[config.mk]
export PLATFORM = sky130hd
export DESIGN_NAME = iep_irq_ctrl
export DESIGN_NICKNAME = d
export VERILOG_FILES = /design/src/iep_pkg.sv /design/src/iep_arbiter.sv /design/src/iep_irq_ctrl.sv
export SDC_FILE = /design/constraint.sdc
export NUM_CORES = 1
export LEC_CHECK = 0
export ABC_AREA = 1
export BUFFER_PORTS_ARGS = -buffer_cell sky130_fd_sc_hd__buf_2
export CAP_MARGIN = 20
export CORE_MARGIN = 5
export CORE_UTILIZATION = 50
export DETAILED_ROUTE_END_ITERATION = 7
export PLACE_DENSITY = 0.73
export SLEW_MARGIN = 40
export SYNTH_ARGS = -nofsm -noshare
export SYNTH_HDL_FRONTEND = slang
export SYNTH_SLANG_ARGS = --single-unit
[constraint.sdc]
create_clock -name ref_clk_i -period 39.2 [get_ports ref_clk_i]
set_input_delay 9.8 -clock ref_clk_i [delete_from_list [all_inputs] [get_ports ref_clk_i]]
set_output_delay 9.8 -clock ref_clk_i [all_outputs]
set_load 0.01 [all_outputs]
[src/iep_pkg.sv]
// Constants for the interrupt enable and priority block.
// Assumes an 8-bit special-function register port from the core.
package iep_pkg;

   localparam int          N_SRC          = 14;
   localparam int          SRC_W          = 4;
   localparam int          LVL_W          = 2;
   localparam int          N_LVL          = 4;

   // Register addresses
   localparam logic [7:0]  ADDR_EXT_EN    = 8'ha9;
   localparam logic [7:0]  ADDR_LEG_LO    = 8'hb8;
   localparam logic [7:0]  ADDR_LEG_HI    = 8'hb9;
   localparam logic [7:0]  ADDR_EXT_LO    = 8'hba;
   localparam logic [7:0]  ADDR_EXT_HI    = 8'hbb;

   // Reset values and implemented bits
   localparam logic [7:0]  RST_EXT_EN     = 8'h00;
   localparam logic [7:0]  RST_LEG        = 8'h00;
   localparam logic [7:0]  RST_EXT_PRIO   = 8'h00;
   localparam logic [7:0]  LEG_MASK       = 8'h3f;

   // Bit positions in the legacy priority pair
   localparam int          B_EXT_PIN_ZERO = 0;
   localparam int          B_TIMER_ZERO   = 1;
   localparam int          B_EXT_PIN_ONE  = 2;
   localparam int          B_TIMER_ONE    = 3;
   localparam int          B_UART_ONE     = 4;
   localparam int          B_TIMER_TWO    = 5;

   // Bit positions in the extended enable and priority registers
   localparam int          B_TIMER_THREE  = 0;
   localparam int          B_PORT_ONE     = 1;
   localparam int          B_PINS_LOWVOLT = 2;
   localparam int          B_ADC_TOUCH    = 3;
   localparam int          B_SERIAL_PERIPH = 4;
   localparam int          B_UART_TWO     = 5;
   localparam int          B_TWO_WIRE     = 6;
   localparam int          B_PWM_GROUP    = 7;

   // Source indices, also the fixed polling order (lowest first)
   localparam logic [SRC_W-1:0] SRC_EXT_PIN_ZERO = 4'h0;
   localparam logic [SRC_W-1:0] SRC_TIMER_ZERO   = 4'h1;
   localparam logic [SRC_W-1:0] SRC_EXT_PIN_ONE  = 4'h2;
   localparam logic [SRC_W-1:0] SRC_TIMER_ONE    = 4'h3;
   localparam logic [SRC_W-1:0] SRC_UART_ONE     = 4'h4;
   localparam logic [SRC_W-1:0] SRC_TIMER_TWO    = 4'h5;
   localparam logic [SRC_W-1:0] SRC_TIMER_THREE  = 4'h6;
   localparam logic [SRC_W-1:0] SRC_PORT_ONE     = 4'h7;
   localparam logic [SRC_W-1:0] SRC_PINS_LOWVOLT = 4'h8;
   localparam logic [SRC_W-1:0] SRC_ADC_TOUCH    = 4'h9;
   localparam logic [SRC_W-1:0] SRC_SERIAL_PERIPH = 4'ha;
   localparam logic [SRC_W-1:0] SRC_UART_TWO     = 4'hb;
   localparam logic [SRC_W-1:0] SRC_TWO_WIRE     = 4'hc;
   localparam logic [SRC_W-1:0] SRC_PWM_GROUP    = 4'hd;
   localparam int          N_LEGACY       = 6;
   localparam int          N_PERIPH       = 13;

endpackage

[src/iep_arbiter.sv]
// Picks the highest priority pending source; ties go to the lowest index.
// Assumes requests are already gated and levels packed two bits per source.
`timescale 1ns/1ns
`default_nettype none
module iep_arbiter #(
   parameter int N  = 14,
   parameter int IW = 4,
   parameter int LW = 2
) (
   input  wire logic [N-1:0]    req_i,
   input  wire logic [N*LW-1:0] levels_i,
   output logic                 valid_o,
   output logic [IW-1:0]        idx_o,
   output logic [LW-1:0]        level_o
);

   ////////////////////////////////////////////////////////////////////////////
   // Scan from the top so that lower indices win equal levels
   always_comb begin
      valid_o = 1'b0;
      idx_o   = '0;
      level_o = '0;
      for (int i = N - 1; i >= 0; i--) begin
         if (req_i[i] && (!valid_o || levels_i[i*LW +: LW] >= level_o)) begin
            valid_o = 1'b1;
            idx_o   = IW'(i);
            level_o = levels_i[i*LW +: LW];
         end
      end
   end

endmodule
`default_nettype wire

[src/iep_irq_ctrl.sv]
// Interrupt enable and four-level priority block with its register port.
// Assumes flags, edge detection and legacy enables live in other blocks.
`timescale 1ns/1ns
`default_nettype none
module iep_irq_ctrl
   import iep_pkg::*;
#(
   parameter int N_PWM = 3
) (
   input  wire logic               ref_clk_i,
   input  wire logic               rst_i,
   input  wire logic               ce_i,
   // Register port
   input  wire logic [7:0]         sfr_addr_i,
   input  wire logic               sfr_wr_i,
   input  wire logic               sfr_rd_i,
   input  wire logic [7:0]         sfr_wdata_i,
   output logic [7:0]              sfr_rdata_o,
   output logic                    sfr_hit_o,
   // Enables held elsewhere
   input  wire logic               global_irq_gate_i,
   input  wire logic [N_LEGACY-1:0] legacy_en_i,
   // Request flags
   input  wire logic [N_PERIPH-1:0] periph_req_i,
   input  wire logic [N_PWM-1:0]   pwm_chan_req_i,
   input  wire logic [N_PWM-1:0]   pwm_chan_en_i,
   // Wake sources
   input  wire logic [7:0]         pins_wake_i,
   input  wire logic               port1_wake_i,
   output logic                    wake_o,
   // Core side
   input  wire logic               irq_ack_i,
   input  wire logic               irq_ret_i,
   output logic                    irq_req_o,
   output logic [SRC_W-1:0]        irq_source_o,
   output logic [LVL_W-1:0]        irq_level_o
);

   logic [7:0]             ext_en_q;
   logic [7:0]             leg_lo_q;
   logic [7:0]             leg_hi_q;
   logic [7:0]             ext_lo_q;
   logic [7:0]             ext_hi_q;
   logic [7:0]             rdata_q;
   logic [N_SRC*LVL_W-1:0] lvl_flat;
   logic [N_SRC-1:0]       raw_req;
   logic [N_SRC-1:0]       src_en;
   logic [N_SRC-1:0]       gated_req;
   logic                   pwm_req;
   logic                   win_valid;
   logic [SRC_W-1:0]       win_idx;
   logic [LVL_W-1:0]       win_level;
   logic [N_LVL-1:0]       svc_q;
   logic [N_LVL-1:0]       svc_d;
   logic                   req_d;
   logic                   req_q;
   logic [SRC_W-1:0]       src_q;
   logic [LVL_W-1:0]       lvl_q;
   logic                   wake_q;

   ////////////////////////////////////////////////////////////////////////////
   // Helpers
   function automatic logic [LVL_W-1:0] prio_pair(input logic hi, input logic lo);
      return {hi, lo};
   endfunction

   function automatic logic is_ours(input logic [7:0] a);
      return (a == ADDR_EXT_EN) || (a == ADDR_LEG_LO) || (a == ADDR_LEG_HI) ||
             (a == ADDR_EXT_LO) || (a == ADDR_EXT_HI);
   endfunction

   function automatic logic [LVL_W-1:0] top_level(input logic [N_LVL-1:0] s);
      logic [LVL_W-1:0] r;
      r = '0;
      for (int i = 0; i < N_LVL; i++) begin
         if (s[i]) begin
            r = LVL_W'(i);
         end
      end
      return r;
   endfunction

   ////////////////////////////////////////////////////////////////////////////
   // Register writes
   always_ff @(posedge ref_clk_i) begin
      if (rst_i) begin
         ext_en_q <= RST_EXT_EN;
         leg_lo_q <= RST_LEG;
         leg_hi_q <= RST_LEG;
         ext_lo_q <= RST_EXT_PRIO;
         ext_hi_q <= RST_EXT_PRIO;
      end else if (ce_i && sfr_wr_i) begin
         case (sfr_addr_i)
            ADDR_EXT_EN: begin
               ext_en_q <= sfr_wdata_i;
            end
            ADDR_LEG_LO: begin
               leg_lo_q <= sfr_wdata_i & LEG_MASK;
            end
            ADDR_LEG_HI: begin
               leg_hi_q <= sfr_wdata_i & LEG_MASK;
            end
            ADDR_EXT_LO: begin
               ext_lo_q <= sfr_wdata_i;
            end
            ADDR_EXT_HI: begin
               ext_hi_q <= sfr_wdata_i;
            end
            default: begin
               ext_en_q <= ext_en_q;
            end
         endcase
      end
   end

   ////////////////////////////////////////////////////////////////////////////
   // Register reads, captured one edge after the read strobe
   always_ff @(posedge ref_clk_i) begin
      if (rst_i) begin
         rdata_q <= 8'h00;
      end else if (ce_i && sfr_rd_i) begin
         case (sfr_addr_i)
            ADDR_EXT_EN: rdata_q <= ext_en_q;
            ADDR_LEG_LO: rdata_q <= leg_lo_q;
            ADDR_LEG_HI: rdata_q <= leg_hi_q;
            ADDR_EXT_LO: rdata_q <= ext_lo_q;
            ADDR_EXT_HI: rdata_q <= ext_hi_q;
            default:     rdata_q <= 8'h00;
         endcase
      end
   end

   assign sfr_rdata_o = rdata_q;
   assign sfr_hit_o   = is_ours(sfr_addr_i);

   ////////////////////////////////////////////////////////////////////////////
   // Per-source priority levels
   assign lvl_flat[SRC_TIMER_TWO*LVL_W +: LVL_W] =
      prio_pair(leg_hi_q[B_TIMER_TWO], leg_lo_q[B_TIMER_TWO]);
   assign lvl_flat[SRC_UART_ONE*LVL_W +: LVL_W] =
      prio_pair(leg_hi_q[B_UART_ONE], leg_lo_q[B_UART_ONE]);
   assign lvl_flat[SRC_TIMER_ONE*LVL_W +: LVL_W] =
      prio_pair(leg_hi_q[B_TIMER_ONE], leg_lo_q[B_TIMER_ONE]);
   assign lvl_flat[SRC_EXT_PIN_ONE*LVL_W +: LVL_W] =
      prio_pair(leg_hi_q[B_EXT_PIN_ONE], leg_lo_q[B_EXT_PIN_ONE]);
   assign lvl_flat[SRC_TIMER_ZERO*LVL_W +: LVL_W] =
      prio_pair(leg_hi_q[B_TIMER_ZERO], leg_lo_q[B_TIMER_ZERO]);
   assign lvl_flat[SRC_EXT_PIN_ZERO*LVL_W +: LVL_W] =
      prio_pair(leg_hi_q[B_EXT_PIN_ZERO], leg_lo_q[B_EXT_PIN_ZERO]);
   assign lvl_flat[SRC_PWM_GROUP*LVL_W +: LVL_W] =
      prio_pair(ext_hi_q[B_PWM_GROUP], ext_lo_q[B_PWM_GROUP]);
   assign lvl_flat[SRC_TWO_WIRE*LVL_W +: LVL_W] =
      prio_pair(ext_hi_q[B_TWO_WIRE], ext_lo_q[B_TWO_WIRE]);
   assign lvl_flat[SRC_UART_TWO*LVL_W +: LVL_W] =
      prio_pair(ext_hi_q[B_UART_TWO], ext_lo_q[B_UART_TWO]);
   assign lvl_flat[SRC_SERIAL_PERIPH*LVL_W +: LVL_W] =
      prio_pair(ext_hi_q[B_SERIAL_PERIPH], ext_lo_q[B_SERIAL_PERIPH]);
   assign lvl_flat[SRC_ADC_TOUCH*LVL_W +: LVL_W] =
      prio_pair(ext_hi_q[B_ADC_TOUCH], ext_lo_q[B_ADC_TOUCH]);
   assign lvl_flat[SRC_PINS_LOWVOLT*LVL_W +: LVL_W] =
      prio_pair(ext_hi_q[B_PINS_LOWVOLT], ext_lo_q[B_PINS_LOWVOLT]);
   assign lvl_flat[SRC_PORT_ONE*LVL_W +: LVL_W] =
      prio_pair(ext_hi_q[B_PORT_ONE], ext_lo_q[B_PORT_ONE]);
   assign lvl_flat[SRC_TIMER_THREE*LVL_W +: LVL_W] =
      prio_pair(ext_hi_q[B_TIMER_THREE], ext_lo_q[B_TIMER_THREE]);

   ////////////////////////////////////////////////////////////////////////////
   // Request gating; extended enable bit n gates source 6+n
   assign pwm_req   = |(pwm_chan_req_i & pwm_chan_en_i);
   assign raw_req   = {pwm_req, periph_req_i};
   assign src_en    = {ext_en_q, legacy_en_i};
   assign gated_req = raw_req & src_en & {N_SRC{global_irq_gate_i}};

   iep_arbiter #(
      .N  (N_SRC),
      .IW (SRC_W),
      .LW (LVL_W)
   ) u_arb (
      .req_i    (gated_req),
      .levels_i (lvl_flat),
      .valid_o  (win_valid),
      .idx_o    (win_idx),
      .level_o  (win_level)
   );

   ////////////////////////////////////////////////////////////////////////////
   // In-service levels: a return retires the highest, an acknowledge adds one
   always_comb begin
      svc_d = svc_q;
      if (irq_ret_i && (|svc_q)) begin
         svc_d[top_level(svc_q)] = 1'b0;
      end
      if (irq_ack_i && req_q) begin
         svc_d[lvl_q] = 1'b1;
      end
   end

   assign req_d = win_valid && (!(|svc_d) || (win_level > top_level(svc_d)));

   always_ff @(posedge ref_clk_i) begin
      if (rst_i) begin
         svc_q <= '0;
      end else if (ce_i) begin
         svc_q <= svc_d;
      end
   end

   always_ff @(posedge ref_clk_i) begin
      if (rst_i) begin
         req_q <= 1'b0;
         src_q <= '0;
         lvl_q <= '0;
      end else if (ce_i) begin
         req_q <= req_d;
         src_q <= win_idx;
         lvl_q <= win_level;
      end
   end

   assign irq_req_o    = req_q;
   assign irq_source_o = src_q;
   assign irq_level_o  = lvl_q;

   ////////////////////////////////////////////////////////////////////////////
   // Wake from halt or stop, independent of the global gate
   always_ff @(posedge ref_clk_i) begin
      if (rst_i) begin
         wake_q <= 1'b0;
      end else if (ce_i) begin
         wake_q <= ((|pins_wake_i) && ext_en_q[B_PINS_LOWVOLT]) || port1_wake_i;
      end
   end

   assign wake_o = wake_q;
endmodule
`default_nettype wire

; ---- Word-level counts from Yosys, hierarchy flattened
; Cells that the tools add are included.
[totals]
reg_bits = 56
inputBits = 58
output_inout_bits = 17
[op_classes]
n_lt_le_gt_ge = 18
eq_ne = 5
n_mux = 56
n_bitwise = 6
n_reduce_logical = 63
[ops]
columns = cell, n
row1 = two-way mux 4 bit, 16
row2 = == test 8 bit (second input constant), 5
row3 = one-hot mux 8 bit (5 select lines), 1
row4 = two-way mux 2 bit, 19
row5 = bitwise AND 14 bit, 2
row6 = >= comparator 2 bit, 13
row7 = logical AND 1 bit, 21
row8 = logical OR 1 bit, 19
row9 = two-way mux 1 bit, 18
row10 = logical NOT 1 bit, 14
row11 = AND reduction 2 bit, 5
row12 = OR reduction 4 bit, 2
row13 = OR reduction 8 bit, 1
row14 = < comparator 2 x 3 -> 1 bit (second input constant), 2
row15 = bitwise AND 4 bit, 1
row16 = demux 1 bit (select 2 bit), 2
row17 = >= comparator 2 x 1 -> 1 bit (second input constant), 2
row18 = inverter 4 bit, 1
row19 = bitwise OR 4 bit, 1
row20 = bitwise AND 3 bit, 1
row21 = OR reduction 3 bit, 1
row22 = greater-than comparator 2 bit, 1

; ---- Depth between registers and ports, before layout
; Gate-level depths: netlist of run 1.
[depth]
depth_word = 60
ltp_mapped = 119

; ---- Hierarchy
; From an unflattened synthesis of run 1, not the netlist that was laid out.
[unflattened]
cells_unflattened = 624
area_unflattened_um2 = 4237.8
[modules_own_cells]
columns = module, instances, cells_per_inst, area_per_inst_um2
row1 = iep_irq_ctrl, 1, 392, 2901.5
row2 = iep_arbiter, 1, 232, 1336.3

; ---- Worst setup path after synthesis of run 1
; No wires, ideal clock.
[synth_path]
path_kind = input-to-reg
start = input pwm_chan_req_i[0]
end = register req_q (netlist: irq_req_o)
setup_ps = 132
t_arrival_ps = 21780
slack_ps = 17288
cell_stages = 105
path_buffers = 0
cell_sequence = nand2_1 -> nand3_2 -> nand2_4 -> nor2_1 -> ha_1 -> inv_1 -> nand2_1 -> nand2_1 -> nand2_1 -> o21bai_2 -> nand2_1 -> and2_1 -> ha_1 -> a21oi_1 -> nand2_2 -> nand2_2 -> nand2_1 -> o21ai_1 -> [... 69 more ...] -> o21ai_0 -> nand3b_1 -> nand2_1 -> inv_1 -> nand2_1 -> and2_1 -> ha_1 -> o21ai_0 -> or3b_2 -> nand2_1 -> inv_1 -> nand2_1 -> nand2_1 -> ha_1 -> a21oi_1 -> nor3_1 -> o21ai_0 -> a21oi_1
[synth_between]
elab_chain_cells = 60
[synth_lines]
columns = item, line_no
row1 = from (decl), iep_irq_ctrl.sv:25  ; input wire logic [N_PWM-1:0] pwm_chan_req_i,
row2 = bitwise AND 3 bit *, iep_irq_ctrl.sv:169  ; assign pwm_req = |(pwm_chan_req_i & pwm_chan_en_i);
row3 = OR reduction 3 bit *, iep_irq_ctrl.sv:169
row4 = bitwise AND 14 bit * (2 in series), iep_irq_ctrl.sv:172  ; assign gated_req = raw_req & src_en & {N_SRC{global_irq_gate_i}};
row5 = two-way mux 2 bit or two-way mux 1 bit (tied branches), iep_arbiter.sv:24  ; if (req_i[i] && (!valid_o || levels_i[i*LW +: LW] >= level_o)) begin
row6 = >= comparator 2 bit or logical NOT 1 bit (tied branches), iep_arbiter.sv:24
row7 = logical OR 1 bit, iep_arbiter.sv:24
row8 = logical AND 1 bit, iep_arbiter.sv:24
row9 = two-way mux 2 bit or two-way mux 1 bit (tied branches), iep_arbiter.sv:24
row10 = [... 44 more ...], --
row11 = >= comparator 2 bit or logical NOT 1 bit (tied branches), iep_arbiter.sv:24
row12 = logical OR 1 bit, iep_arbiter.sv:24
row13 = logical AND 1 bit, iep_arbiter.sv:24
row14 = two-way mux 2 bit *, iep_arbiter.sv:24
row15 = net u_arb.level_o[1], iep_arbiter.sv:14  ; output logic [LW-1:0] level_o
row16 = greater-than comparator 2 bit *, iep_irq_ctrl.sv:198  ; assign req_d = win_valid && (!(|svc_d) || (win_level > top_level(svc_d)));
row17 = logical OR 1 bit *, iep_irq_ctrl.sv:198
row18 = logical AND 1 bit *, iep_irq_ctrl.sv:198
row19 = to (signal assigned), iep_irq_ctrl.sv:214  ; req_q <= req_d;
row20 = to (decl), iep_irq_ctrl.sv:56  ; logic req_q;
; Mark *: on every way through the listed nets, which the timed path passes. The rest lies on a longest branch.
; A chain may end at the register's enable or synchronous reset.

; ---- Final worst setup path of run 1
[layout_path]
start = input global_irq_gate_i
end = register req_q (netlist: irq_req_o)
[layout_between]
elab_chain_cells = 57
[layout_lines]
columns = item, line_no
row1 = from (decl), iep_irq_ctrl.sv:21  ; input wire logic global_irq_gate_i,
row2 = bitwise AND 14 bit *, iep_irq_ctrl.sv:172
row3 = two-way mux 2 bit or two-way mux 1 bit (tied branches), iep_arbiter.sv:24
row4 = >= comparator 2 bit or logical NOT 1 bit (tied branches), iep_arbiter.sv:24
row5 = logical OR 1 bit, iep_arbiter.sv:24
row6 = logical AND 1 bit, iep_arbiter.sv:24
row7 = two-way mux 2 bit or two-way mux 1 bit (tied branches), iep_arbiter.sv:24
row8 = >= comparator 2 bit or logical NOT 1 bit (tied branches), iep_arbiter.sv:24
row9 = logical OR 1 bit, iep_arbiter.sv:24
row10 = [... 42 more ...], --
row11 = >= comparator 2 bit or logical NOT 1 bit (tied branches), iep_arbiter.sv:24
row12 = logical OR 1 bit, iep_arbiter.sv:24
row13 = logical AND 1 bit, iep_arbiter.sv:24
row14 = two-way mux 2 bit *, iep_arbiter.sv:24
row15 = net u_arb.level_o[1], iep_arbiter.sv:14
row16 = greater-than comparator 2 bit *, iep_irq_ctrl.sv:198
row17 = logical OR 1 bit *, iep_irq_ctrl.sv:198
row18 = logical AND 1 bit *, iep_irq_ctrl.sv:198
; Marked as above.

==> results of run 1 <==
==> layer usage <==
layer	global-route usage	routed length, um
met1	0.295	4840
met5	0	0
met3	0.0373	569
met4	0.0618	194
met2	0.379	4890
==> critical path: cells and delay by family <==
kind | cells | cell delay, ns
simple gates | 53 | 5.45
fa+ha+maj | 14 | 3.75
compound gates | 23 | 3.18
buf+inv | 17 | 1.40
==> layout make-up <==
class	instances	area [um^2]	share of cell area
multi-input cells	392	2260	0.515
flip-flops and latches	56	1120	0.256
repair buffers	75	378	0.0862
well taps	102	128	0.0291
inverters	108	405	0.0925
clock inverters	3	22.5	0.00514
clock buffers	5	68.8	0.0157
==> kinds of logic after synthesis <==
kind of cell	after synthesis	share of synthesized area
AO/OA/AOI/OAI	158	0.223
buffers and inverters	122	0.121
AND/OR/NAND/NOR	211	0.289
adder cells (fa/ha/maj)	23	0.0750
flip-flops	56	0.292
==> state kept, by name, summed over array words and instances (netlist names) <==
| name | count |
|---|---|
| ext_en_q | 8 |
| ext_hi_q | 8 |
| ext_lo_q | 8 |
| irq_level_o | 2 |
| irq_req_o | 1 |
| irq_source_o | 4 |
| leg_hi_q | 6 |
| leg_lo_q | 6 |
| sfr_rdata_o | 8 |
| svc_q | 4 |
| wake_o | 1 |
==> layout by cell type (no fill, tap or decap), drive strengths merged, types with 7 or more instances in the layout <==
master	instances
a21oi	60
and2	7
buf	75
dfxtp	56
ha	23
inv	109
nand2	108
nand3	51
nor2	26
o21ai	72
o22ai	10
==> path summary, 6_finish.rpt <==
| kind | to | slack (ns) | cells after the start | from |
|---|---|---|---|---|
| min reg2reg | irq_source_o[1] | 0.47 | 2 | irq_source_o[1] |
| max reg2reg | irq_req_o | 25.23 | 106 | ext_en_q[7] |
| min | irq_source_o[1] | 0.47 | 2 | irq_source_o[1] |
| max | irq_req_o | 15.78 | 107 | global_irq_gate_i |
==> synthesized netlist by cell type (all sizes together), types with 2 or more instances <==
cell type	n	area (um^2)
o22ai	10	62.6
dfxtp	56	1120
ha	23	288
a211oi	3	22.5
nor4	5	31.3
nor2	26	103
a31oi	3	18.8
nand3	51	345
nand2	108	495
a221oi	3	26.3
nand4	3	18.8
o211ai	2	15.0
inv	108	405
o21ai	72	360
nor3	5	25.0
a21oi	60	304
clkbuf	13	48.8
nand3b	4	30.0
and2	7	43.8
o221ai	2	17.5
==> report_power, final <==
part	switching, W	total [W]	internal, W
Sequential	0.000000703	0.0000587	0.0000580
Clock	0.0000206	0.0000335	0.0000129
Combinational	0.00000931	0.0000155	0.00000615
==> per-stage QoR <==
stage	hold slack, ns	cell area [um^2]	std cells
floorplan	0.444	3840	570
global placement	0.452	4280	733
detailed placement	0.458	4290	733
CTS	0.474	4380	741
global route	0.485	4380	741
finish	0.470	4380	741
==> out/metrics.yaml, run 1 <==
cts_buffer_depth: 2
pin_count: 75
finClkSkew_ns: 0.00881
ant_nets: 0
gr-total-overflow: 0
nFillCells: 753
hold_viol: 0
cts_resized: 0
seq_area_frac_synth: 0.292
vdd_drop_max_mv: 0.0221
htree_levels: 2
numCtsBuffers: 5
grt_pass1_wl_um: 17900
layout-drive-gt1-share: 0.208
synth_area_um2: 3840
max_cap_violations: 0
start_kind: "input pin"
slowest_delay_ns: 0.44
cp_max_fo: 12
synth_nets: 651
worstSetupEndpointType: "flop"
synth-warning-count: 0
wl_um: 10500
power_density_nw_per_um2: 24.6
cts_root_buffer: "clkbuf_8"
arrival_ns: 23.64
p_total_w: 0.000108
core-area_um2: 7610
detailed_place_hpwl_um: 8580
die_w_um: 97.6
utilization: 0.576
grt_pass1_vias: 3921
place.gp.congestion: 0.862
fmax_mhz: 42.7
synthArstFlopShare: 0
numClockSinks: 56
cpMostUsedCell: "nand2_1"
path_class: "input pin to flop"
finalSetupViolCount: 0
period_needed_ns: 23.42
avgSynthCellArea_um2: 6.73
ctsHoldBuffers: 0
synth-edff-count: 0
max-slew-margin-rel: 0.490
clk_pin_slew_ns: 0.11
drt_pre_antenna_iters: 5
power_leakage_nw: 2.11
grt_max_degree: 46
area_growth_pct: 14.1
clk_latency_ns: 0.32
status: "finished, final reports clean"
synthFlopType: "dfxtp_1"
drt-vias-per-instance: 5.37
final-max-slew-violation-count: 0
critical_path_required_ns: 39.41
drtIter0Drc: 287
vias: 3980
synth.distinct_cells: 33
slowest_stage: "or3b_2"
final.setup.tns_ns: 0
setup_slack_ns: 15.78
ys_seq_elements: 56
syn-instance-count: 570
avgRoutedWirePerCell_um: 14.2
drc: 0
grtUsageTotal: 0.224
antenna_found_initial: 0
postCtsSetupBuffers: 0
num_antenna_cells: 0
rsz0062_at_grt: "no"
place_ws_ns: 15.51
nets: 719
dieArea_um2: 9530
period_share: 0.597
port-buffer-count: 74
die_h_um: 97.6
hp-class: "flop to flop"
cts_tree: "built"
start_util: 0.505
rows: 32
worst_pin_slew_ns: 0.759
(Power assumes the default switching activity.)
==> inputs of run 2 (changes only) <==
Clock period 39.2 ns to 22.7 ns, I/O delays scaled along.
==> out/metrics.yaml, run 2 (same netlist as run 1, synthesis figures left out) <==
slowest_stage: "or3b_2"
layout-drive-gt1-share: 0.207  # -0.00156
ctsHoldBuffers: 0  # unchanged
clk_pin_slew_ns: 0.11  # about the same
postCtsSetupBuffers: 0  # unchanged
place.gp.congestion: 0.873  # +1.2%
dr_wl_met3_um: 594  # +4.4%
fmax_mhz: 51.9
max_cap_violations: 0  # unchanged
max-slew-margin-rel: 0.492  # +0.00160
ant_nets: 0  # unchanged
cts_tree: "built"
dp_cells: 733  # unchanged
start_kind: "input pin"
whs_path_depth: 2  # unchanged
clk_latency_ns: 0.31  # about the same
final.setup.tns_ns: 0  # unchanged
detailed_place_hpwl_um: 8280  # -3.6%
reg2reg_depth: 109  # +2.8%
cts_root_buffer: "clkbuf_8"
vdd_drop_max_mv: 0.0401  # +81%
drtIter0Drc: 385  # +34%
fin_area_um2: 4380  # about the same
power_leakage_nw: 2.10  # -0.34%
status: "finished, final reports clean"
antenna_found_initial: 0  # unchanged
nets: 719  # unchanged
grtUsageTotal: 0.216  # -0.00809
htree_levels: 2  # unchanged
final_cells: 741  # unchanged
power_density_nw_per_um2: 42.1  # +71%
drt-met1-wl_um: 4780  # -1.4%
pin_count: 75  # unchanged
hold_viol: 0  # unchanged
dpl-instance-area_um2: 4290  # unchanged
dieArea_um2: 9530  # unchanged
cpMostUsedCell: "nand2_1"
dr.max_layer_used: "met4"
critical_path_required_ns: 22.91  # -16.50 ns
finClkSkew_ns: 0.0110  # +0.00214 ns
period_needed_ns: 19.27
worstSetupEndpointType: "flop"
rsz0062_at_grt: "no"
avgRoutedWirePerCell_um: 13.8  # -2.2%
numClockSinks: 56  # unchanged
cts_resized: 0  # unchanged
wl_um: 10300  # -2.2%
final-max-slew-violation-count: 0  # unchanged
hp-class: "flop to flop"
grt_pass1_vias: 3703  # -5.6%
vias: 3963  # -0.43%
cp_max_fo: 12  # unchanged
final_common_cell: "inv_1"
path_class: "input pin to flop"
p_total_w: 0.000184  # +71%
die_h_um: 97.6  # unchanged
core-area_um2: 7610  # unchanged
period_share: 0.849
grt_pass1_wl_um: 17200  # -3.6%
drt_pre_antenna_iters: 5  # unchanged
numCtsBuffers: 5  # unchanged
start_util: 0.505  # unchanged
arrival_ns: 19.48  # -4.16 ns
num_antenna_cells: 0  # unchanged
finalSetupViolCount: 0  # unchanged
drt-vias-per-instance: 5.35  # -0.43%
slowest_delay_ns: 0.45  # about the same
die_w_um: 97.6  # unchanged
port-buffer-count: 74  # unchanged
cts_buffer_depth: 2  # unchanged
rows: 32  # unchanged
wl_met2_um: 4720  # -3.5%
gr-total-overflow: 0  # unchanged
worst_pin_slew_ns: 0.756  # -0.00239 ns
grt_max_degree: 46  # unchanged
final_cell_mix: "inv_1 (104), nand2_1 (86), buf_2 (74)"
drc: 0  # unchanged
area_growth_pct: 14.1  # about the same
[run 2: where the power goes]
part	internal (W)	total [W]	switching (W)
Sequential	0.000100	0.000101	0.00000115
Clock	0.0000221	0.0000562	0.0000342
Combinational	0.0000107	0.0000268	0.0000161
Total	0.000133	0.000184	0.0000514
[run 2: layout make-up]
class | count | area (um^2)
Sequential cell | 56 | 1120
Timing Repair Buffer | 75 | 378
Tap cell | 102 | 128
Clock inverter | 2 | 16.3
Clock buffer | 6 | 72.6
Inverter | 108 | 405
Fill cell | 778 | 3230
Multi-Input combinational cell | 392 | 2260
[run 2: final timing paths]
check	end	slack, ns	startpoint
worst max-delay path	irq_req_o	3.43	global_irq_gate_i
worst min-delay path	irq_source_o[1]	0.47	irq_source_o[1]
worst max register to register	irq_req_o	8.76	ext_en_q[7]
worst min register to register	irq_source_o[1]	0.47	irq_source_o[1]
[run 2: stage by stage]
stage / setup slack, ns / hold WS [ns] / utilization
after floorplan: 4.91 / 0.444 / -
after global placement: 3.80 / 0.452 / 0.563
after detailed placement: 3.14 / 0.454 / 0.564
after CTS: 3.41 / 0.470 / 0.576
after global routing: 1.89 / 0.499 / 0.576
final: 3.43 / 0.469 / 0.576
[run 2: critical path: cells and delay by family]
family                     cells  cell delay (ns)
and+or+nand+nor               60             6.05
adders and majority gates     14             3.63
AOI/OAI and AO/OA             21             2.88
buffers and inverters         15             1.22
[run 2: metal layers]
layer | vias up | GRT usage
met5 | - | 0
met4 | 0 | 0.0618
met3 | 17 | 0.0316
met2 | 124 | 0.354
met1 | 1792 | 0.295
li1 | 2030 | -
==> inputs of run 3 (changes only) <==
Settings changed: ABC_AREA 1 to 0, PLACE_DENSITY 0.73 to 0.76.
Clock period 22.7 ns to 16 ns, I/O delays scaled along.
==> out/metrics.yaml, run 3 <==
status: "complete, but fails checks"
violations: "setup timing"
gr-total-overflow: 0  # unchanged
ys_seq_elements: 56  # unchanged
path_class: "input pin to flop"
vdd_drop_max_mv: 0.0312  # -22%
synth_area_um2: 3960  # +3.3%
numCtsBuffers: 5  # unchanged
worstSetupEndpointType: "flop"
vias: 4507  # +14%
wl_um: 13700  # +34%
die_w_um: 99.0  # +1.4%
finalSetupViolCount: 7  # +7
dieArea_um2: 9810  # +2.9%
netlist.area_leader.share: 0.283  # -0.00922
port-buffer-count: 74  # unchanged
final_common_cell: "buf_4"
cts_root_buffer: "clkbuf_8"
dp_cells: 713  # -2.7%
rows: 32  # unchanged
num_antenna_cells: 0  # unchanged
grt_pass1_wl_um: 21300  # +23%
setup_slack_ns: -2.64  # -6.07 ns
clk_latency_ns: 0.32  # about the same
grtUsageTotal: 0.264  # +0.0482
final_cells: 761  # +2.7%
nets: 739  # +2.8%
worst_pin_slew_ns: 0.708  # -0.0486 ns
grt_max_degree: 57  # +24%
max_cap_violations: 0  # unchanged
arrival_ns: 18.90  # -0.58 ns
period_share: 1.16
nFillCells: 527  # -32%
htree_levels: 2  # unchanged
start_util: 0.513  # +0.00835
drc: 0  # unchanged
drt-vias-per-instance: 5.92  # +11%
grt_pass1_vias: 4488  # +21%
rsz0062_at_grt: "yes"
cp_max_fo: 4  # -8
ant_nets: 0  # unchanged
finClkSkew_ns: 0.0114  # +0.000475 ns
hp-class: "flop to flop"
max-slew-margin-rel: 0.526  # +0.0340
period_needed_ns: 18.64
avgSynthCellArea_um2: 8.07  # +20%
die_h_um: 99.0  # +1.4%
seq_area_frac_synth: 0.283  # -0.00922
utilization: 0.744  # +0.169
start_kind: "input pin"
antenna_found_initial: 0  # unchanged
slowest_stage: "or4_4"
synthTopCellsByArea: "dfxtp_1 (28%), mux2i_1 (12%), nor2_1 (8.0%)"
synth.distinct_cells: 66  # +100%
final_cell_mix: "buf_4 (99), nor2_1 (79), buf_2 (71)"
place.gp.congestion: 0.878  # +0.58%
synthFlopType: "dfxtp_1"
cts_tree: "built"
cts_buffer_depth: 2  # unchanged
critical_path_required_ns: 16.26  # -6.65 ns
hold_viol: 0  # unchanged
layout-drive-gt1-share: 0.410  # +0.203
synth-edff-count: 0  # unchanged
numClockSinks: 56  # unchanged
synthArstFlopShare: 0  # unchanged
synth-warning-count: 0  # unchanged
fmax_mhz: 53.6
power_density_nw_per_um2: 49.6  # +18%
syn-instance-count: 491  # -14%
final-max-slew-violation-count: 0  # unchanged
yosysTopAreaCell: "dfxtp_1"
regArea_um2: 1120  # unchanged
pin_count: 75  # unchanged
drtIter0Drc: 370  # -3.9%
slowest_delay_ns: 0.52  # +0.07 ns
yosysMostFrequentCell: "nor2_1"
multiInputGateArea_um2: 3140  # +39%
synth_common_cells: "nor2_1 (85), dfxtp_1 (56), mux2i_1 (46), nand2_1 (34), a21oi_1 (32)"
detailed_place_hpwl_um: 9530  # +15%
power_leakage_nw: 2.52  # +20%
core-area_um2: 7730  # +1.6%
avgRoutedWirePerCell_um: 18.0  # +30%
synth_nets: 572  # -12%
area_growth_pct: 45.1
drt_pre_antenna_iters: 6  # +1
clk_pin_slew_ns: 0.11  # about the same
## run 3: stage by stage
stage               total power, W  setup slack, ns  hold WS, ns  TNS [ns]  cell area, um^2
finish                    0.000285            -2.64        0.471    -16.21             5750
global placement          0.000192            -2.57        0.450    -15.31             5140
CTS                       0.000281            -2.35        0.471    -14.28             5630
floorplan                 0.000172            -2.82        0.460    -16.04             4230
detailed placement        0.000193            -2.97        0.455    -18.16             5150
global route              0.000296            -3.24        0.502    -20.12             5750
## run 3: final timing paths
path                    start              end  slack (ns)  cells after the start
max          pwm_chan_en_i[0]  irq_source_o[3]       -2.64                     84
max reg2reg       ext_en_q[7]  irq_source_o[3]        0.71                     85
min reg2reg   irq_source_o[1]  irq_source_o[1]        0.47                      2
min           irq_source_o[1]  irq_source_o[1]        0.47                      2
## run 3: per-layer routing
layer	share of wire	up-vias	track usage
li1	-	2124	-
met1	0.40	2102	0.330
met2	0.48	231	0.443
met3	0.081	50	0.0418
met4	0.040	0	0.127
met5	0	-	0
## run 3: final cells by class
type | instances | area share
multi-input combinational | 394 | 0.546
timing repair buffer | 177 | 0.205
sequential | 56 | 0.195
tap | 102 | 0.0222
inverter | 24 | 0.0157
clock buffer | 6 | 0.0144
clock inverter | 2 | 0.00261
## run 3: repair_timing
item,4_1_cts,5_1_grt
pin swaps,36,25
setup endpoints to repair,7,7
resized for setup,23,20
setup buffers,39,8
hold buffers,0,0
## run 3: power by group
part | leakage, nW | switching [W] | total [W] | internal [W]
sequential | 0.454 | 0.00000163 | 0.000144 | 0.000142
clock | 0.0434 | 0.0000480 | 0.0000831 | 0.0000352
combinational | 2.02 | 0.0000301 | 0.0000588 | 0.0000287
## run 3: kinds of logic (layout without fill, tap and decap cells)
family	Yosys count	count (layout)	share of synthesized area
mux	51	51	0.131
buf+inv	41	209	0.0391
simple gates	190	190	0.221
flops	56	56	0.283
compound gates	129	129	0.251
fa+ha+maj	24	24	0.0754
## run 3: worst max-delay path, delay by kind of cell
family	cells	cell delay, ns
multiplexers	2	0.66
AND/OR/NAND/NOR	23	3.14
AO/OA/AOI/OAI	32	6.10
adder cells (fa/ha/maj)	13	3.30
buffers and inverters	14	1.68
